File: src/timer_core_pkg.sv
// Constants, register map and mode encodings for the buffered compare timer.
// Assumes a plain single-cycle register port and one 40 MHz peripheral clock.
package timer_core_pkg;

  localparam int CNT_W = 16;
  localparam int CHANNELS = 3;
  localparam int ADDR_W = 4;

  // Register indices on the plain register port.
  localparam logic [3:0] ADDR_CONTROL_A = 4'h0;
  localparam logic [3:0] ADDR_CONTROL_B = 4'h1;
  localparam logic [3:0] ADDR_CONTROL_E = 4'h2;
  localparam logic [3:0] ADDR_CONTROL_F = 4'h3;
  localparam logic [3:0] ADDR_EVENT_CONTROL = 4'h4;
  localparam logic [3:0] ADDR_INT_CONTROL = 4'h5;
  localparam logic [3:0] ADDR_INT_FLAGS = 4'h6;
  localparam logic [3:0] ADDR_COUNTER = 4'h7;
  localparam logic [3:0] ADDR_PERIOD = 4'h8;
  localparam logic [3:0] ADDR_PERIOD_BUFFER = 4'h9;
  localparam logic [3:0] ADDR_COMPARE0 = 4'hA;
  localparam logic [3:0] ADDR_COMPARE_BUFFER0 = 4'hD;

  // Field positions.
  localparam int ENABLE_BIT = 0;
  localparam int CLOCK_SELECT_LSB = 1;
  localparam int COMPARE_ENABLE_LSB = 4;
  localparam int DIR_BIT = 0;
  localparam int LOCK_UPDATE_BIT = 1;
  localparam int COUNT_EVENT_BIT = 0;
  localparam int OVERFLOW_FLAG_BIT = 0;
  localparam int COMPARE_FLAG_LSB = 1;

  // Reset values.
  localparam logic [15:0] PERIOD_RESET = 16'hFFFF;
  localparam logic [15:0] ZERO16 = 16'h0000;
  localparam logic [15:0] ALL_ONES16 = 16'hFFFF;

  // Waveform modes.
  typedef enum logic [2:0] {
    WAVE_NORMAL = 3'b000,
    WAVE_FREQUENCY = 3'b001,
    WAVE_SINGLE_SLOPE = 3'b011,
    WAVE_DUAL_SLOPE = 3'b101
  } wave_mode_t;

endpackage : timer_core_pkg

File: src/buffered_compare_timer_core.sv
// Sixteen-bit timer core with double-buffered period and three compare channels.
// Assumes a plain register port on clk and pin data from the port block on clk.
`timescale 1ns/1ps
module buffered_compare_timer_core (
  input wire logic clk,
  input wire logic nrst,
  input wire logic [timer_core_pkg::ADDR_W-1:0] addr,
  input wire logic [15:0] wdata,
  input wire logic wr,
  input wire logic rd,
  output logic [15:0] rdata,
  input wire logic event_in,
  input wire logic [timer_core_pkg::CHANNELS-1:0] port_out_value,
  output logic [timer_core_pkg::CHANNELS-1:0] pin_out,
  output logic [timer_core_pkg::CHANNELS-1:0] pin_override,
  output logic irq,
  output logic ovf_event,
  output logic [timer_core_pkg::CHANNELS-1:0] cmp_event
);
  import timer_core_pkg::*;

  // Configuration state.
  logic enable; // Counter runs while set.
  logic [2:0] clock_select; // Prescaler choice.
  logic [2:0] wave_mode; // Waveform mode code.
  logic [CHANNELS-1:0] compare_output_enable; // Per-channel pin takeover.
  logic dir_down; // Count direction, one means downward.
  logic lock_update; // Blocks buffer transfers while set.
  logic count_on_event_enable; // Events replace prescaled ticks.
  logic [CHANNELS:0] int_enable; // Interrupt enables, overflow in bit zero.
  logic [CHANNELS:0] int_flags; // Sticky flags, overflow in bit zero.

  // Counting state.
  logic [15:0] counter_value;
  logic [15:0] period_value;
  logic [15:0] period_buffer;
  logic period_buffer_valid;
  logic [15:0] compare_value [CHANNELS];
  logic [15:0] compare_buffer [CHANNELS];
  logic [CHANNELS-1:0] compare_buffer_valid;
  logic [CHANNELS-1:0] wave; // Waveform generator levels.

  // Next values.
  logic next_enable;
  logic [2:0] next_clock_select;
  logic [2:0] next_wave_mode;
  logic [CHANNELS-1:0] next_compare_output_enable;
  logic next_dir_down;
  logic next_lock_update;
  logic next_count_on_event_enable;
  logic [CHANNELS:0] next_int_enable;
  logic [CHANNELS:0] next_int_flags;
  logic [15:0] next_counter_value;
  logic [15:0] next_period_value;
  logic [15:0] next_period_buffer;
  logic next_period_buffer_valid;
  logic [15:0] next_compare_value [CHANNELS];
  logic [15:0] next_compare_buffer [CHANNELS];
  logic [CHANNELS-1:0] next_compare_buffer_valid;
  logic [CHANNELS-1:0] next_wave;
  logic [15:0] next_rdata;
  logic [CHANNELS-1:0] next_pin_out;
  logic [CHANNELS-1:0] next_pin_override;
  logic next_irq;
  logic next_ovf_event;
  logic [CHANNELS-1:0] next_cmp_event;

  // Combinational helpers.
  logic tick; // One timer tick, from the tick source.
  logic [15:0] ceiling; // Top of the present sequence.
  logic at_zero; // Counter sits at the zero point.
  logic at_ceiling; // Counter sits at the ceiling.
  logic at_max; // Counter holds all ones.
  logic update_point; // Buffer transfer moment on this tick.
  logic wave_on; // A waveform mode is selected.
  logic [CHANNELS-1:0] match; // Counter equals each compare_value.

  // Prescaled clock or synchronised events become the timer tick.
  timer_tick_source tick_source (
    .clk(clk),
    .nrst(nrst),
    .run(enable),
    .clock_select(clock_select),
    .count_on_event_enable(count_on_event_enable),
    .event_in(event_in),
    .tick(tick)
  );

  // Address match for a channel register, given the channel's base index.
  function automatic logic hits(input logic [3:0] a, input logic [3:0] base, input int ch);
    hits = (a == base + ch[3:0]);
  endfunction : hits

  // Sequence points seen by the comparators.
  always_comb begin
    // In frequency mode the first compare sets the ceiling, else the period does.
    ceiling = (wave_mode == WAVE_FREQUENCY) ? compare_value[0] : period_value;
    at_zero = (counter_value == ZERO16);
    at_max = (counter_value == ALL_ONES16);
    at_ceiling = (counter_value == ceiling);
    wave_on = (wave_mode != WAVE_NORMAL);
    // Dual slope updates at the zero point, the others at the wrap point.
    if (wave_mode == WAVE_DUAL_SLOPE) begin
      update_point = at_zero;
    end else begin
      update_point = dir_down ? at_zero : at_ceiling;
    end
    for (int ch = 0; ch < CHANNELS; ch++) begin
      match[ch] = (counter_value == compare_value[ch]);
    end
  end

  // Next state of the counter, buffers, flags and waveforms.
  always_comb begin
    next_enable = enable;
    next_clock_select = clock_select;
    next_wave_mode = wave_mode;
    next_compare_output_enable = compare_output_enable;
    next_dir_down = dir_down;
    next_lock_update = lock_update;
    next_count_on_event_enable = count_on_event_enable;
    next_int_enable = int_enable;
    next_int_flags = int_flags;
    next_counter_value = counter_value;
    next_period_value = period_value;
    next_period_buffer = period_buffer;
    next_period_buffer_valid = period_buffer_valid;
    next_compare_value = compare_value;
    next_compare_buffer = compare_buffer;
    next_compare_buffer_valid = compare_buffer_valid;
    next_wave = wave;
    next_ovf_event = 1'b0;
    next_cmp_event = '0;

    // Counter writes are decoded further down and override whatever is chosen here.
    // Counting happens only on a tick, and the tick only runs while enabled.
    if (tick && enable) begin
      if (wave_mode == WAVE_DUAL_SLOPE) begin
        // Dual slope turns round at the ceiling and at the zero point.
        if (!dir_down && at_ceiling) begin
          next_dir_down = 1'b1;
          next_counter_value = counter_value - 16'h0001;
        end else if (dir_down && at_zero) begin
          next_dir_down = 1'b0;
          next_counter_value = counter_value + 16'h0001;
        end else begin
          next_counter_value = dir_down ? counter_value - 16'h0001 : counter_value + 16'h0001;
        end
      end else if (!dir_down) begin
        // Only exact equality wraps, so a period below the count runs on past all ones.
        next_counter_value = at_ceiling ? ZERO16 : counter_value + 16'h0001;
      end else begin
        next_counter_value = at_zero ? ceiling : counter_value - 16'h0001;
      end
      // Sequence end raises the overflow flag and event one tick after it was reached.
      if (update_point) begin
        next_int_flags[OVERFLOW_FLAG_BIT] = 1'b1;
        next_ovf_event = 1'b1;
      end
      // Compare matches seen on the previous count act on this tick.
      for (int ch = 0; ch < CHANNELS; ch++) begin
        if (match[ch]) begin
          next_int_flags[COMPARE_FLAG_LSB + ch] = 1'b1;
          next_cmp_event[ch] = 1'b1;
        end
        case (wave_mode)
          WAVE_FREQUENCY: begin
            if (match[ch]) begin
              next_wave[ch] = !wave[ch];
            end
          end
          WAVE_SINGLE_SLOPE: begin
            // Cleared on match, set when the count restarts from zero.
            if (match[ch]) begin
              next_wave[ch] = 1'b0;
            end else if (at_ceiling) begin
              next_wave[ch] = 1'b1;
            end
          end
          WAVE_DUAL_SLOPE: begin
            // Cleared on an upward match, set on a downward match and at zero.
            if (match[ch]) begin
              next_wave[ch] = dir_down;
            end else if (at_zero) begin
              next_wave[ch] = 1'b1;
            end
          end
          default: begin
            next_wave[ch] = 1'b0;
          end
        endcase
      end
      // Valid buffers move into the working registers unless the update is locked.
      if (update_point && !lock_update) begin
        if (period_buffer_valid) begin
          next_period_value = period_buffer;
          next_period_buffer_valid = 1'b0;
        end
        for (int ch = 0; ch < CHANNELS; ch++) begin
          if (compare_buffer_valid[ch]) begin
            next_compare_value[ch] = compare_buffer[ch];
            next_compare_buffer_valid[ch] = 1'b0;
          end
        end
      end
    end

    // Software writes come last so they win over a simultaneous hardware change, except a flag being set in that cycle.
    if (wr) begin
      if (addr == ADDR_CONTROL_A) begin
        next_enable = wdata[ENABLE_BIT];
        next_clock_select = wdata[CLOCK_SELECT_LSB +: 3];
      end else if (addr == ADDR_CONTROL_B) begin
        next_wave_mode = wdata[2:0];
        next_compare_output_enable = wdata[COMPARE_ENABLE_LSB +: CHANNELS];
      end else if (addr == ADDR_CONTROL_E) begin
        next_dir_down = wdata[DIR_BIT];
        next_lock_update = wdata[LOCK_UPDATE_BIT];
      end else if (addr == ADDR_EVENT_CONTROL) begin
        next_count_on_event_enable = wdata[COUNT_EVENT_BIT];
      end else if (addr == ADDR_INT_CONTROL) begin
        next_int_enable = wdata[CHANNELS:0];
      end else if (addr == ADDR_INT_FLAGS) begin
        // Write one to clear; a flag set in this same cycle stays set.
        next_int_flags = (int_flags & ~wdata[CHANNELS:0]) | (next_int_flags & ~int_flags);
      end else if (addr == ADDR_COUNTER) begin
        next_counter_value = wdata;
      end else if (addr == ADDR_PERIOD) begin
        next_period_value = wdata;
      end else if (addr == ADDR_PERIOD_BUFFER) begin
        next_period_buffer = wdata;
        next_period_buffer_valid = 1'b1;
      end else begin
        for (int ch = 0; ch < CHANNELS; ch++) begin
          if (hits(addr, ADDR_COMPARE0, ch)) begin
            next_compare_value[ch] = wdata;
          end else if (hits(addr, ADDR_COMPARE_BUFFER0, ch)) begin
            next_compare_buffer[ch] = wdata;
            next_compare_buffer_valid[ch] = 1'b1;
          end
        end
      end
    end
  end

  // Pin override, interrupt line and read data, all registered.
  always_comb begin
    for (int ch = 0; ch < CHANNELS; ch++) begin
      // The waveform replaces the port value only with a mode and the channel enable.
      next_pin_override[ch] = wave_on && compare_output_enable[ch];
      next_pin_out[ch] = next_pin_override[ch] ? wave[ch] : port_out_value[ch];
    end
    next_irq = |(int_flags & int_enable);
    next_rdata = ZERO16;
    if (rd) begin
      if (addr == ADDR_CONTROL_A) begin
        next_rdata = {12'h000, clock_select, enable};
      end else if (addr == ADDR_CONTROL_B) begin
        next_rdata = {9'h000, compare_output_enable, 1'b0, wave_mode};
      end else if (addr == ADDR_CONTROL_E) begin
        next_rdata = {14'h0000, lock_update, dir_down};
      end else if (addr == ADDR_CONTROL_F) begin
        next_rdata = {12'h000, compare_buffer_valid, period_buffer_valid};
      end else if (addr == ADDR_EVENT_CONTROL) begin
        next_rdata = {15'h0000, count_on_event_enable};
      end else if (addr == ADDR_INT_CONTROL) begin
        next_rdata = {12'h000, int_enable};
      end else if (addr == ADDR_INT_FLAGS) begin
        next_rdata = {12'h000, int_flags};
      end else if (addr == ADDR_COUNTER) begin
        next_rdata = counter_value;
      end else if (addr == ADDR_PERIOD) begin
        next_rdata = period_value;
      end else if (addr == ADDR_PERIOD_BUFFER) begin
        next_rdata = period_buffer;
      end else begin
        // Unmapped indices read as zero.
        for (int ch = 0; ch < CHANNELS; ch++) begin
          if (hits(addr, ADDR_COMPARE0, ch)) begin
            next_rdata = compare_value[ch];
          end else if (hits(addr, ADDR_COMPARE_BUFFER0, ch)) begin
            next_rdata = compare_buffer[ch];
          end
        end
      end
    end
  end

  // State registers; nothing but storage here.
  always_ff @(posedge clk or negedge nrst) begin
    if (!nrst) begin
      enable <= 1'b0;
      clock_select <= 3'h0;
      wave_mode <= WAVE_NORMAL;
      compare_output_enable <= '0;
      dir_down <= 1'b0;
      lock_update <= 1'b0;
      count_on_event_enable <= 1'b0;
      int_enable <= '0;
      int_flags <= '0;
      counter_value <= ZERO16;
      period_value <= PERIOD_RESET;
      period_buffer <= PERIOD_RESET;
      period_buffer_valid <= 1'b0;
      for (int ch = 0; ch < CHANNELS; ch++) begin
        compare_value[ch] <= ZERO16;
        compare_buffer[ch] <= ZERO16;
      end
      compare_buffer_valid <= '0;
      wave <= '0;
      rdata <= ZERO16;
      pin_out <= '0;
      pin_override <= '0;
      irq <= 1'b0;
      ovf_event <= 1'b0;
      cmp_event <= '0;
    end else begin
      enable <= next_enable;
      clock_select <= next_clock_select;
      wave_mode <= next_wave_mode;
      compare_output_enable <= next_compare_output_enable;
      dir_down <= next_dir_down;
      lock_update <= next_lock_update;
      count_on_event_enable <= next_count_on_event_enable;
      int_enable <= next_int_enable;
      int_flags <= next_int_flags;
      counter_value <= next_counter_value;
      period_value <= next_period_value;
      period_buffer <= next_period_buffer;
      period_buffer_valid <= next_period_buffer_valid;
      compare_value <= next_compare_value;
      compare_buffer <= next_compare_buffer;
      compare_buffer_valid <= next_compare_buffer_valid;
      wave <= next_wave;
      rdata <= next_rdata;
      pin_out <= next_pin_out;
      pin_override <= next_pin_override;
      irq <= next_irq;
      ovf_event <= next_ovf_event;
      cmp_event <= next_cmp_event;
    end
  end

endmodule : buffered_compare_timer_core

File: src/timer_tick_source.sv
// Tick generator: prescaler over the peripheral clock and an event input path.
// Assumes event_in is asynchronous to clk and changes slower than clk.
`timescale 1ns/1ps
module timer_tick_source (
  input wire logic clk,
  input wire logic nrst,
  input wire logic run,
  input wire logic [2:0] clock_select,
  input wire logic count_on_event_enable,
  input wire logic event_in,
  output logic tick
);
  import timer_core_pkg::*;

  logic [9:0] prescale_count; // Free running prescaler while enabled.
  logic [9:0] next_prescale_count;
  logic event_meta; // First synchroniser stage, read only by event_sync.
  logic event_sync; // Second synchroniser stage.
  logic event_last; // Previous synchronised level for edge detection.
  logic next_tick;

  // Divider mask for each clock_select code: divide by 1,2,4,8,16,64,256,1024.
  function automatic logic [9:0] divide_mask(input logic [2:0] sel);
    case (sel)
      3'h0: divide_mask = 10'h000;
      3'h1: divide_mask = 10'h001;
      3'h2: divide_mask = 10'h003;
      3'h3: divide_mask = 10'h007;
      3'h4: divide_mask = 10'h00F;
      3'h5: divide_mask = 10'h03F;
      3'h6: divide_mask = 10'h0FF;
      default: divide_mask = 10'h3FF;
    endcase
  endfunction : divide_mask

  // The prescaler is held at zero while stopped so the first tick has a fixed delay.
  always_comb begin
    next_prescale_count = run ? prescale_count + 10'h001 : 10'h000;
    if (count_on_event_enable) begin
      next_tick = run && event_sync && !event_last;
    end else begin
      next_tick = run && ((prescale_count & divide_mask(clock_select)) == 10'h000);
    end
  end

  // Registers only; the tick is a one-cycle pulse, except at divide by 1 where it stays high while running.
  always_ff @(posedge clk or negedge nrst) begin
    if (!nrst) begin
      prescale_count <= 10'h000;
      event_meta <= 1'b0;
      event_sync <= 1'b0;
      event_last <= 1'b0;
      tick <= 1'b0;
    end else begin
      prescale_count <= next_prescale_count;
      event_meta <= event_in;
      event_sync <= event_meta;
      event_last <= event_sync;
      tick <= next_tick;
    end
  end

endmodule : timer_tick_source

File: config.mk
export PLATFORM = sky130hd
export DESIGN_NAME = buffered_compare_timer_core
export DESIGN_NICKNAME = d
export VERILOG_FILES = /design/src/timer_core_pkg.sv /design/src/buffered_compare_timer_core.sv /design/src/timer_tick_source.sv
export SDC_FILE = /design/constraint.sdc
export NUM_CORES = 1
export LEC_CHECK = 0
export ABC_CLOCK_PERIOD_IN_PS = 6700
export BUFFER_PORTS_ARGS = -buffer_cell sky130_fd_sc_hd__buf_2
export CAP_MARGIN = 20
export CELL_PAD_IN_SITES_DETAIL_PLACEMENT = 0
export CELL_PAD_IN_SITES_GLOBAL_PLACEMENT = 1
export CORE_MARGIN = 8
export CORE_UTILIZATION = 52
export DETAILED_ROUTE_END_ITERATION = 8
export PLACE_DENSITY = 0.92
export SETUP_SLACK_MARGIN = 0.02
export SKIP_LAST_GASP = 1
export SYNTH_ARGS = -nofsm -noshare
export SYNTH_HDL_FRONTEND = slang
export SYNTH_HIERARCHICAL = 1
export SYNTH_SLANG_ARGS = --single-unit
File: constraint.sdc
create_clock -name clk -period 6.7 [get_ports clk]
set_input_delay 0.335 -clock clk [delete_from_list [all_inputs] [get_ports clk]]
set_output_delay 0.335 -clock clk [all_outputs]
set_load 0.03 [all_outputs]
==> results.cfg, run 1 <==
[sta]
worst_pin_slew_ns = 1.13
slew_headroom_pct = 24.2
period_needed_ns = 4.16
setup_slack_ns = 2.54
fin_worst_skew_ns = 0.0239
max_clock_freq_mhz = 240
fin_crit_sh_pct = 62.1
hold_viol_final = 0
setup_viol = 0
fin_tns_setup_ns = 0
maxSlewViolCount = 0
rsz0062_at_grt = false

[floorplan]
fp.dieW_um = 171
start_util_pct = 53.0
core-area_mm2 = 0.0235
dieArea_mm2 = 0.0292
io_pins = 55
rows = 56
die_height_um = 171

[cells_and_area]
final_layout_size_suffix_gt1_share_pct = 18.4
nets = 1376
post-route-cell-area_mm2 = 0.0138
mostFrequentLayoutCells = dfrtp_1, nand2_1, o21ai_0, mux2i_1, a21oi_1
antennaDiodeCount = 0
layout_commonest_cell = dfrtp_1
syn2layout_area_growth_pct = 10.6
utilization_pct = 58.6
fill_cells = 2098

[grt]
grt_remaining_overflow = 0
grt_pass1_wl_mm = 62.5
grt_usage_pct = 27.0
first_global_vias = 10600
grt_max_degree = 81
antenna_found_initial = 1

[clock_tree]
ctsHtreeMaxLevel = 1
clockRootBuffer = clkbuf_16
cts_tree = done
clock-sinks = 213
cts_buffers = 24
max-clock-path-buffers = 3
clk_latency_ns = 0.53
path_clk_slew_ns = 0.06

[yosys]
synth_ff_type = dfrtp_1
ys_types = 71
synthCells = 1345
yosys-top-cells-area = dfrtp_1, mux2_2, mux2i_1, dfstp_2, o21ai_0
synth-seq-cells = 213
synth_edf_count = 0
yosysWarningCount = 6
yosysSeqAreaShare_pct = 43.1
synth_area_leader_cell = dfrtp_1
syn-cell-area_mm2 = 0.0125
synth_area_per_cell_um2 = 9.27
async_flop_share_pct = 100
synth_top_area_share_pct = 36.3
syn-num-nets = 1377

[place]
place_hpwl_mm = 27.4
placed_cell_area_mm2 = 0.0129
port_buffers = 54
place.gp.congestion = 0.943
place_ws_ns = 2.65

[worst_setup_path]
crit_end = period_value[10]
worstSetupEndpointType = flop
crit_path_start_kind = flop
critPathKind = flop to flop
cp-startpoint = wave_mode[0]
r2r-end = period_value[10]
r2r_cells = 9
critPathRequiredTime_ns = 7.12
slowest_delay_ns = 0.75
crit_slowest_cell = or3b_2
r2r_setup_slack_ns = 2.54
r2r-start = wave_mode[0]
path_cells = or3b_2, mux2i_1, a2111oi_0, nand4_1, o21ai_0, nand4b_1, buf_8, mux2i_1, o21ai_0
arrival_ns = 4.58
path_max_fanout = 21

[detailed_routing]
drcViolationCount = 0
via_per_inst = 6.56
ant_nets = 0
totalWireLength_mm = 39.4
met2_length_mm = 17.4
top_layer_used = met5
num_vias = 11000
initialDrtViolationCount = 1314
wire_per_inst_um = 23.4
met3WireLength_mm = 3.66
dr.pass1.iters = 7
met1_length_mm = 17.2

[run]
max_cap_viol_count = 0

[pwr]
leakage_uw = 0.00598
p_per_area_mw_per_mm2 = 337
power_uw = 4650
peakVddDrop_v = 0.000233

[worst_hold_path]
hp-start = port_out_value[0]
hp-class = input port to flop

[outcome]
status = complete, no violations
## state kept, by name (all words and copies together) (netlist names), 4 cells and up
register,cells
compare_buffer,48
compare_value,48
counter_value,16
int_enable,4
int_flags,4
period_buffer,16
period_value,16
rdata,16
tick_source/prescale_count,10
## worst min-delay path by stage
| stage | end | slack (ns) | cells past startpoint |
|---|---|---|---|
| after floorplan | clock_select[0] | 0.04 | 0 |
| after global placement | tick_source/prescale_count[4] | 0.33 | 1 |
| after detailed placement | tick_source/prescale_count[3] | 0.33 | 1 |
| after CTS | pin_out[0] | 0.03 | 2 |
| after global routing | pin_out[0] | 0.04 | 2 |
| final | pin_out[0] | 0.04 | 2 |
## logic make-up after synthesis
family | after synthesis | synth area share [%]
xor gates and xnor gates | 63 | 4.42
buffers and inverters | 142 | 4.47
DFF | 213 | 43.1
AOI/OAI and AO/OA | 339 | 16.7
and+or+nand+nor | 408 | 15.9
muxes | 176 | 15.0
adders and majority gates | 4 | 0.401
## worst max-delay path: cells and delay by family, from the launching register on
kind,cells,cell delay [ns]
AOI/OAI and AO/OA,3,1.39
muxes,2,0.33
buffers and inverters,1,0.31
DFF,1,0.55
and+or+nand+nor,3,1.46
## metal layers
metal	up-vias	global-route usage (%)
met4	2	8.77
met1	5408	39.3
met2	644	40.5
li1	4865	-
met5	-	0
met3	103	4.52
## cell usage after synthesis (14+ instances only)
master / count
dfrtp_1: 181
nand2_1: 136
o21ai_0: 111
mux2i_1: 90
a21oi_1: 87
nor2_1: 87
mux2_2: 86
clkbuf_1: 79
xnor2_1: 44
o22ai_1: 38
nor3_1: 37
dfstp_2: 32
inv_1: 29
nand3_1: 28
nand2b_1: 21
nand4_1: 20
buf_1: 19
xor2_1: 19
a222oi_1: 16
nor4_1: 16
nor2b_1: 14
## power by group
part / total, uW / switching (uW) / internal (uW)
Clock: 1320 / 526 / 798
Combinational: 1250 / 695 / 556
Sequential: 2080 / 475 / 1600
Total: 4650 / 1700 / 2960
## metrics by stage
stage | hold WS, ns | instances
after floorplan | 0.0394 | 1345
after global placement | 0.333 | 1631
after detailed placement | 0.331 | 1633
after CTS | 0.0340 | 1679
after global routing | 0.0390 | 1681
final | 0.0427 | 1681
## area by class of cell
| type | instances | area, um2 | area share [%] |
|---|---|---|---|
| multi-input cells | 990 | 6560 | 47.6 |
| flip-flops and latches | 213 | 5370 | 38.9 |
| clock buffers | 38 | 704 | 5.11 |
| repair buffers | 84 | 553 | 4.01 |
| well taps | 319 | 399 | 2.89 |
| inverters | 31 | 116 | 0.844 |
| clock inverters | 6 | 86.3 | 0.626 |
## timing repair
item / CTS / global route
buffers inserted: 0 / 0
endpoints found under the setup margin: 0 / 0
gates resized for setup: 0 / 0
endpoints found under the hold margin: 60 / 0
hold buffers: 2 / 0
Power figures use the tool's default switching activity.
==> inputs of run 2 (changes only) <==
Settings changed: ABC_CLOCK_PERIOD_IN_PS 6700 to 4000, CORE_UTILIZATION 52 to 49, PLACE_DENSITY 0.92 to 0.88.
Clock period 6.7 ns to 4 ns, I/O delays scaled along.
==> results.cfg, run 2 (synthesis results as in run 1) <==
[sta]
worst_pin_slew_ns = 1.01
rsz0062_at_grt = false
slew_headroom_pct = 32.9
maxSlewViolCount = 0
setup_viol = 0
hold_viol_final = 0
fin_worst_skew_ns = 0.0165
fin_tns_setup_ns = 0
fin_crit_sh_pct = 86.1
max_clock_freq_mhz = 290
period_needed_ns = 3.45

[worst_setup_path]
r2r_cells = 8
r2r-start = counter_value[5]
r2r-end = counter_value[8]
cp-startpoint = counter_value[5]
path_max_fanout = 9
r2r_setup_slack_ns = 0.55
crit_path_start_kind = flop
critPathRequiredTime_ns = 4.41
critPathKind = flop to flop
worstSetupEndpointType = flop
arrival_ns = 3.86

[cells_and_area]
post-route-cell-area_mm2 = 0.0140
antennaDiodeCount = 0
mostFrequentLayoutCells = dfrtp_1, nand2_1, o21ai_0, mux2i_1, a21oi_1
layout_commonest_cell = dfrtp_1
syn2layout_area_growth_pct = 12.2
final_layout_size_suffix_gt1_share_pct = 19.7
nets = 1404
reg_top3 = compare_buffer: 48 flops, compare_value: 48 flops

[detailed_routing]
met1_length_mm = 16.7
met3WireLength_mm = 3.36
num_vias = 10900
drcViolationCount = 0
dr.pass1.iters = 8
totalWireLength_mm = 38.4
ant_nets = 0
via_per_inst = 6.32
initialDrtViolationCount = 1414
wire_per_inst_um = 22.3
met2_length_mm = 17.1
top_layer_used = met4

[worst_hold_path]
hp-start = wdata[10]
min_path_cells = 3
hp-class = input port to flop
whs_endpoint = period_value[10]

[place]
port_buffers = 54
place_hpwl_mm = 27.4
place.gp.congestion = 0.940
placed_cell_area_mm2 = 0.0131

[grt]
grt_remaining_overflow = 0
antenna_found_initial = 0
grt_pass1_wl_mm = 60.8
grt_max_degree = 133
first_global_vias = 10600
grt_usage_pct = 24.6

[clock_tree]
path_clk_slew_ns = 0.06
clock-sinks = 213
cts_setup_buffers = 0
cts_resized = 0
clk_latency_ns = 0.52
cts_buffers = 25
cts_tree = done
ctsHtreeMaxLevel = 1
clockRootBuffer = clkbuf_16
max-clock-path-buffers = 3

[pwr]
leakage_uw = 0.00609
peakVddDrop_v = 0.000391
p_per_area_mw_per_mm2 = 562

[floorplan]
start_util_pct = 49.7
die_height_um = 176
fp.dieW_um = 176
dieArea_mm2 = 0.0308
core-area_mm2 = 0.0251
io_pins = 55
rows = 58

[run]
max_cap_viol_count = 0

[outcome]
status = complete, no violations
## run 2: power breakdown
group | switching [uW] | internal [uW] | total [uW]
Clock | 884 | 1320 | 2200
Sequential | 591 | 2690 | 3280
Combinational | 1380 | 997 | 2380
Total | 2860 | 5010 | 7870
## run 2: per-layer routing
metal,vias up,global-route usage [%]
met5,-,0
met4,0,8.62
met3,94,3.69
met2,531,37.8
met1,5307,34.8
li1,4932,-
## run 2: worst max-delay path by stage
stage,end,depth (start not counted)
final,counter_value[8],8
after global routing,compare_value[34],10
after CTS,compare_value[41],10
after detailed placement,counter_value[8],8
after global placement,counter_value[11],9
after floorplan,compare_value[28],12
## run 2: layout make-up
type | instances | area (um2)
sequential | 213 | 5370
multi-input combinational | 990 | 6560
tap | 330 | 413
clock buffer | 41 | 778
fill | 2276 | 11100
timing repair buffer | 111 | 728
clock inverter | 4 | 22.5
inverter | 31 | 116
## run 2: through the flow
step                      total power, uW  hold WS, ns  cells  worst slack [ns]  util [%]
after global routing                 8240       0.0273   1720             0.404      55.7
after global placement               5550        0.310   1667             0.764      52.2
after detailed placement             5610        0.311   1667             0.648      52.2
after floorplan                      4770      -0.0956   1345             0.983         -
after CTS                            7830      0.00393   1720             0.637      55.7
final                                7870       0.0153   1720             0.554      55.7
## run 2: timing repair
action,in CTS,in global routing
hold buffers,8,0
hold endpoints to repair,120,0
setup endpoints to repair,0,0
## run 2: worst max-delay path, stage by stage, from the launching register on
cell and delay (ns):
dfrtp_1 0.52, or3_1 0.48, or4_4 0.50, nor4_4 0.55, nand2_1 0.30, a21oi_1 0.29
nor2_1 0.08, a221o_1 0.34, a221oi_1 0.28
==> inputs of run 3 (changes only) <==
Settings changed: ABC_CLOCK_PERIOD_IN_PS 4000 to 4050, CORE_UTILIZATION 49 to 52, CTS_CLUSTER_SIZE set to 30, PLACE_DENSITY 0.88 to 0.92.
Clock period 4 ns to 4.05 ns, I/O delays scaled along.
==> results.cfg, run 3 (synthesis results as in run 1) <==
[clock_tree]
clk_latency_ns = 0.52
cts_tree = done
cts_buffers = 24
max-clock-path-buffers = 3
path_clk_slew_ns = 0.07
clock-sinks = 213
cts_setup_buffers = 0
clockRootBuffer = clkbuf_16
ctsHtreeMaxLevel = 1

[floorplan]
die_height_um = 171
io_pins = 55
fp.dieW_um = 171
start_util_pct = 53.0
dieArea_mm2 = 0.0292
core-area_mm2 = 0.0235
rows = 56

[sta]
fin_tns_setup_ns = 0
hold_viol_final = 0
worst_pin_slew_ns = 0.869
slew_headroom_pct = 41.7
maxSlewViolCount = 0
period_needed_ns = 3.39
setup_slack_ns = 0.661
rsz0062_at_grt = false
fin_worst_skew_ns = 0.0140
fin_crit_sh_pct = 83.7
setup_viol = 0
max_clock_freq_mhz = 295

[detailed_routing]
totalWireLength_mm = 38.5
via_per_inst = 6.34
drcViolationCount = 0
ant_nets = 0
num_vias = 10800
initialDrtViolationCount = 1365
wire_per_inst_um = 22.6
dr.pass1.iters = 6

[pwr]
p_per_area_mw_per_mm2 = 563
power_uw = 7890
peakVddDrop_v = 0.000415
leakage_uw = 0.00611

[cells_and_area]
mostFrequentLayoutCells = dfrtp_1, nand2_1, o21ai_0, mux2i_1, a21oi_1
nets = 1400
post-route-cell-area_mm2 = 0.0140
final_layout_size_suffix_gt1_share_pct = 19.7
syn2layout_area_growth_pct = 12.4
reg_top3 = compare_buffer: 48 flops, compare_value: 48 flops
fill_cells = 2087
antennaDiodeCount = 0
layout_commonest_cell = dfrtp_1
utilization_pct = 59.5

[grt]
first_global_vias = 10400
grtUsageMet3_pct = 3.83
met1_usage_pct = 37.8
use_met2_pct = 40.6
grt_remaining_overflow = 0
grt_usage_pct = 26.2
antenna_found_initial = 0
top_usage_layer = met2
grt_max_degree = 114
grt_pass1_wl_mm = 60.7

[worst_setup_path]
r2r_setup_slack_ns = 0.66
r2r_cells = 9
critPathKind = flop to flop
arrival_ns = 3.84
path_max_fanout = 20
critPathRequiredTime_ns = 4.50
worstSetupEndpointType = flop
crit_path_start_kind = flop

[place]
place_hpwl_mm = 27.3
place_ws_ns = 0.742
port_buffers = 54
place.gp.congestion = 0.983
placed_cell_area_mm2 = 0.0131

[run]
max_cap_viol_count = 0

[worst_hold_path]
min_path_cells = 3
hp-class = input port to flop

[outcome]
status = complete, no violations
run 3: cell types whose count changed in the layout (fill, tap and decap cells not counted):
cell and change:
buf_4 -6, clkbuf_1 -6, bufinv_16 +3, clkbuf_16 -2, dlygate4sd3_1 +2, buf_8 +1
clkbuf_8 +1, clkinv_2 +1, clkinv_4 +1
run 3: what timing repair did:
item,CTS,global route
gates resized for setup,0,0
endpoints found under the setup margin,0,0
hold buffers,10,0
endpoints found under the hold margin,106,0
run 3: worst max-delay path, stage by stage (launching register included):
cell and delay [ns]:
dfrtp_1 0.60, or3b_2 0.51, buf_4 0.23, a221oi_1 0.31, a2111oi_0 0.12, and4_1 0.37
a31oi_4 0.45, mux2i_1 0.15, or4_1 0.42, a31oi_1 0.14
run 3: power by group:
| group | total (uW) | switching [uW] | internal [uW] |
|---|---|---|---|
| logic | 2290 | 1310 | 976 |
| registers | 3290 | 637 | 2660 |
| clock network | 2310 | 887 | 1420 |
run 3: cell type report:
type                            instances  area [um2]  share of cell area, %
Clock buffer                           34         719                   5.13
Tap cell                              319         399                   2.85
Inverter                               31         116                  0.830
Timing Repair Buffer                  108         718                   5.13
Multi-Input combinational cell        990        6560                   46.8
Sequential cell                       213        5370                   38.3
Clock inverter                          9         126                  0.902
run 3: final timing paths:
path	from	end
max	wave_mode[0]	counter_value[11]
min	wdata[14]	period_value[14]
max reg2reg	wave_mode[0]	counter_value[11]
min reg2reg	tick_source/event_meta	tick_source/event_sync
max in group asynchronous	nrst	period_value[10]
min in group asynchronous	nrst	tick_source/event_sync
run 3: through the flow:
step,std cells,hold WS (ns)
after floorplan,1345,-0.0931
after global placement,1650,0.311
after detailed placement,1650,0.314
after CTS,1703,0.000884
after global routing,1704,0.0192
final,1704,0.0213
run 3: metal layers:
layer  vias to the layer above  part of all wire [%]
met4                         0                   2.1
met1                      5311                    44
met2                       511                    45
met3                        66                   8.3
met5                         -                     0
li1                       4917                     -
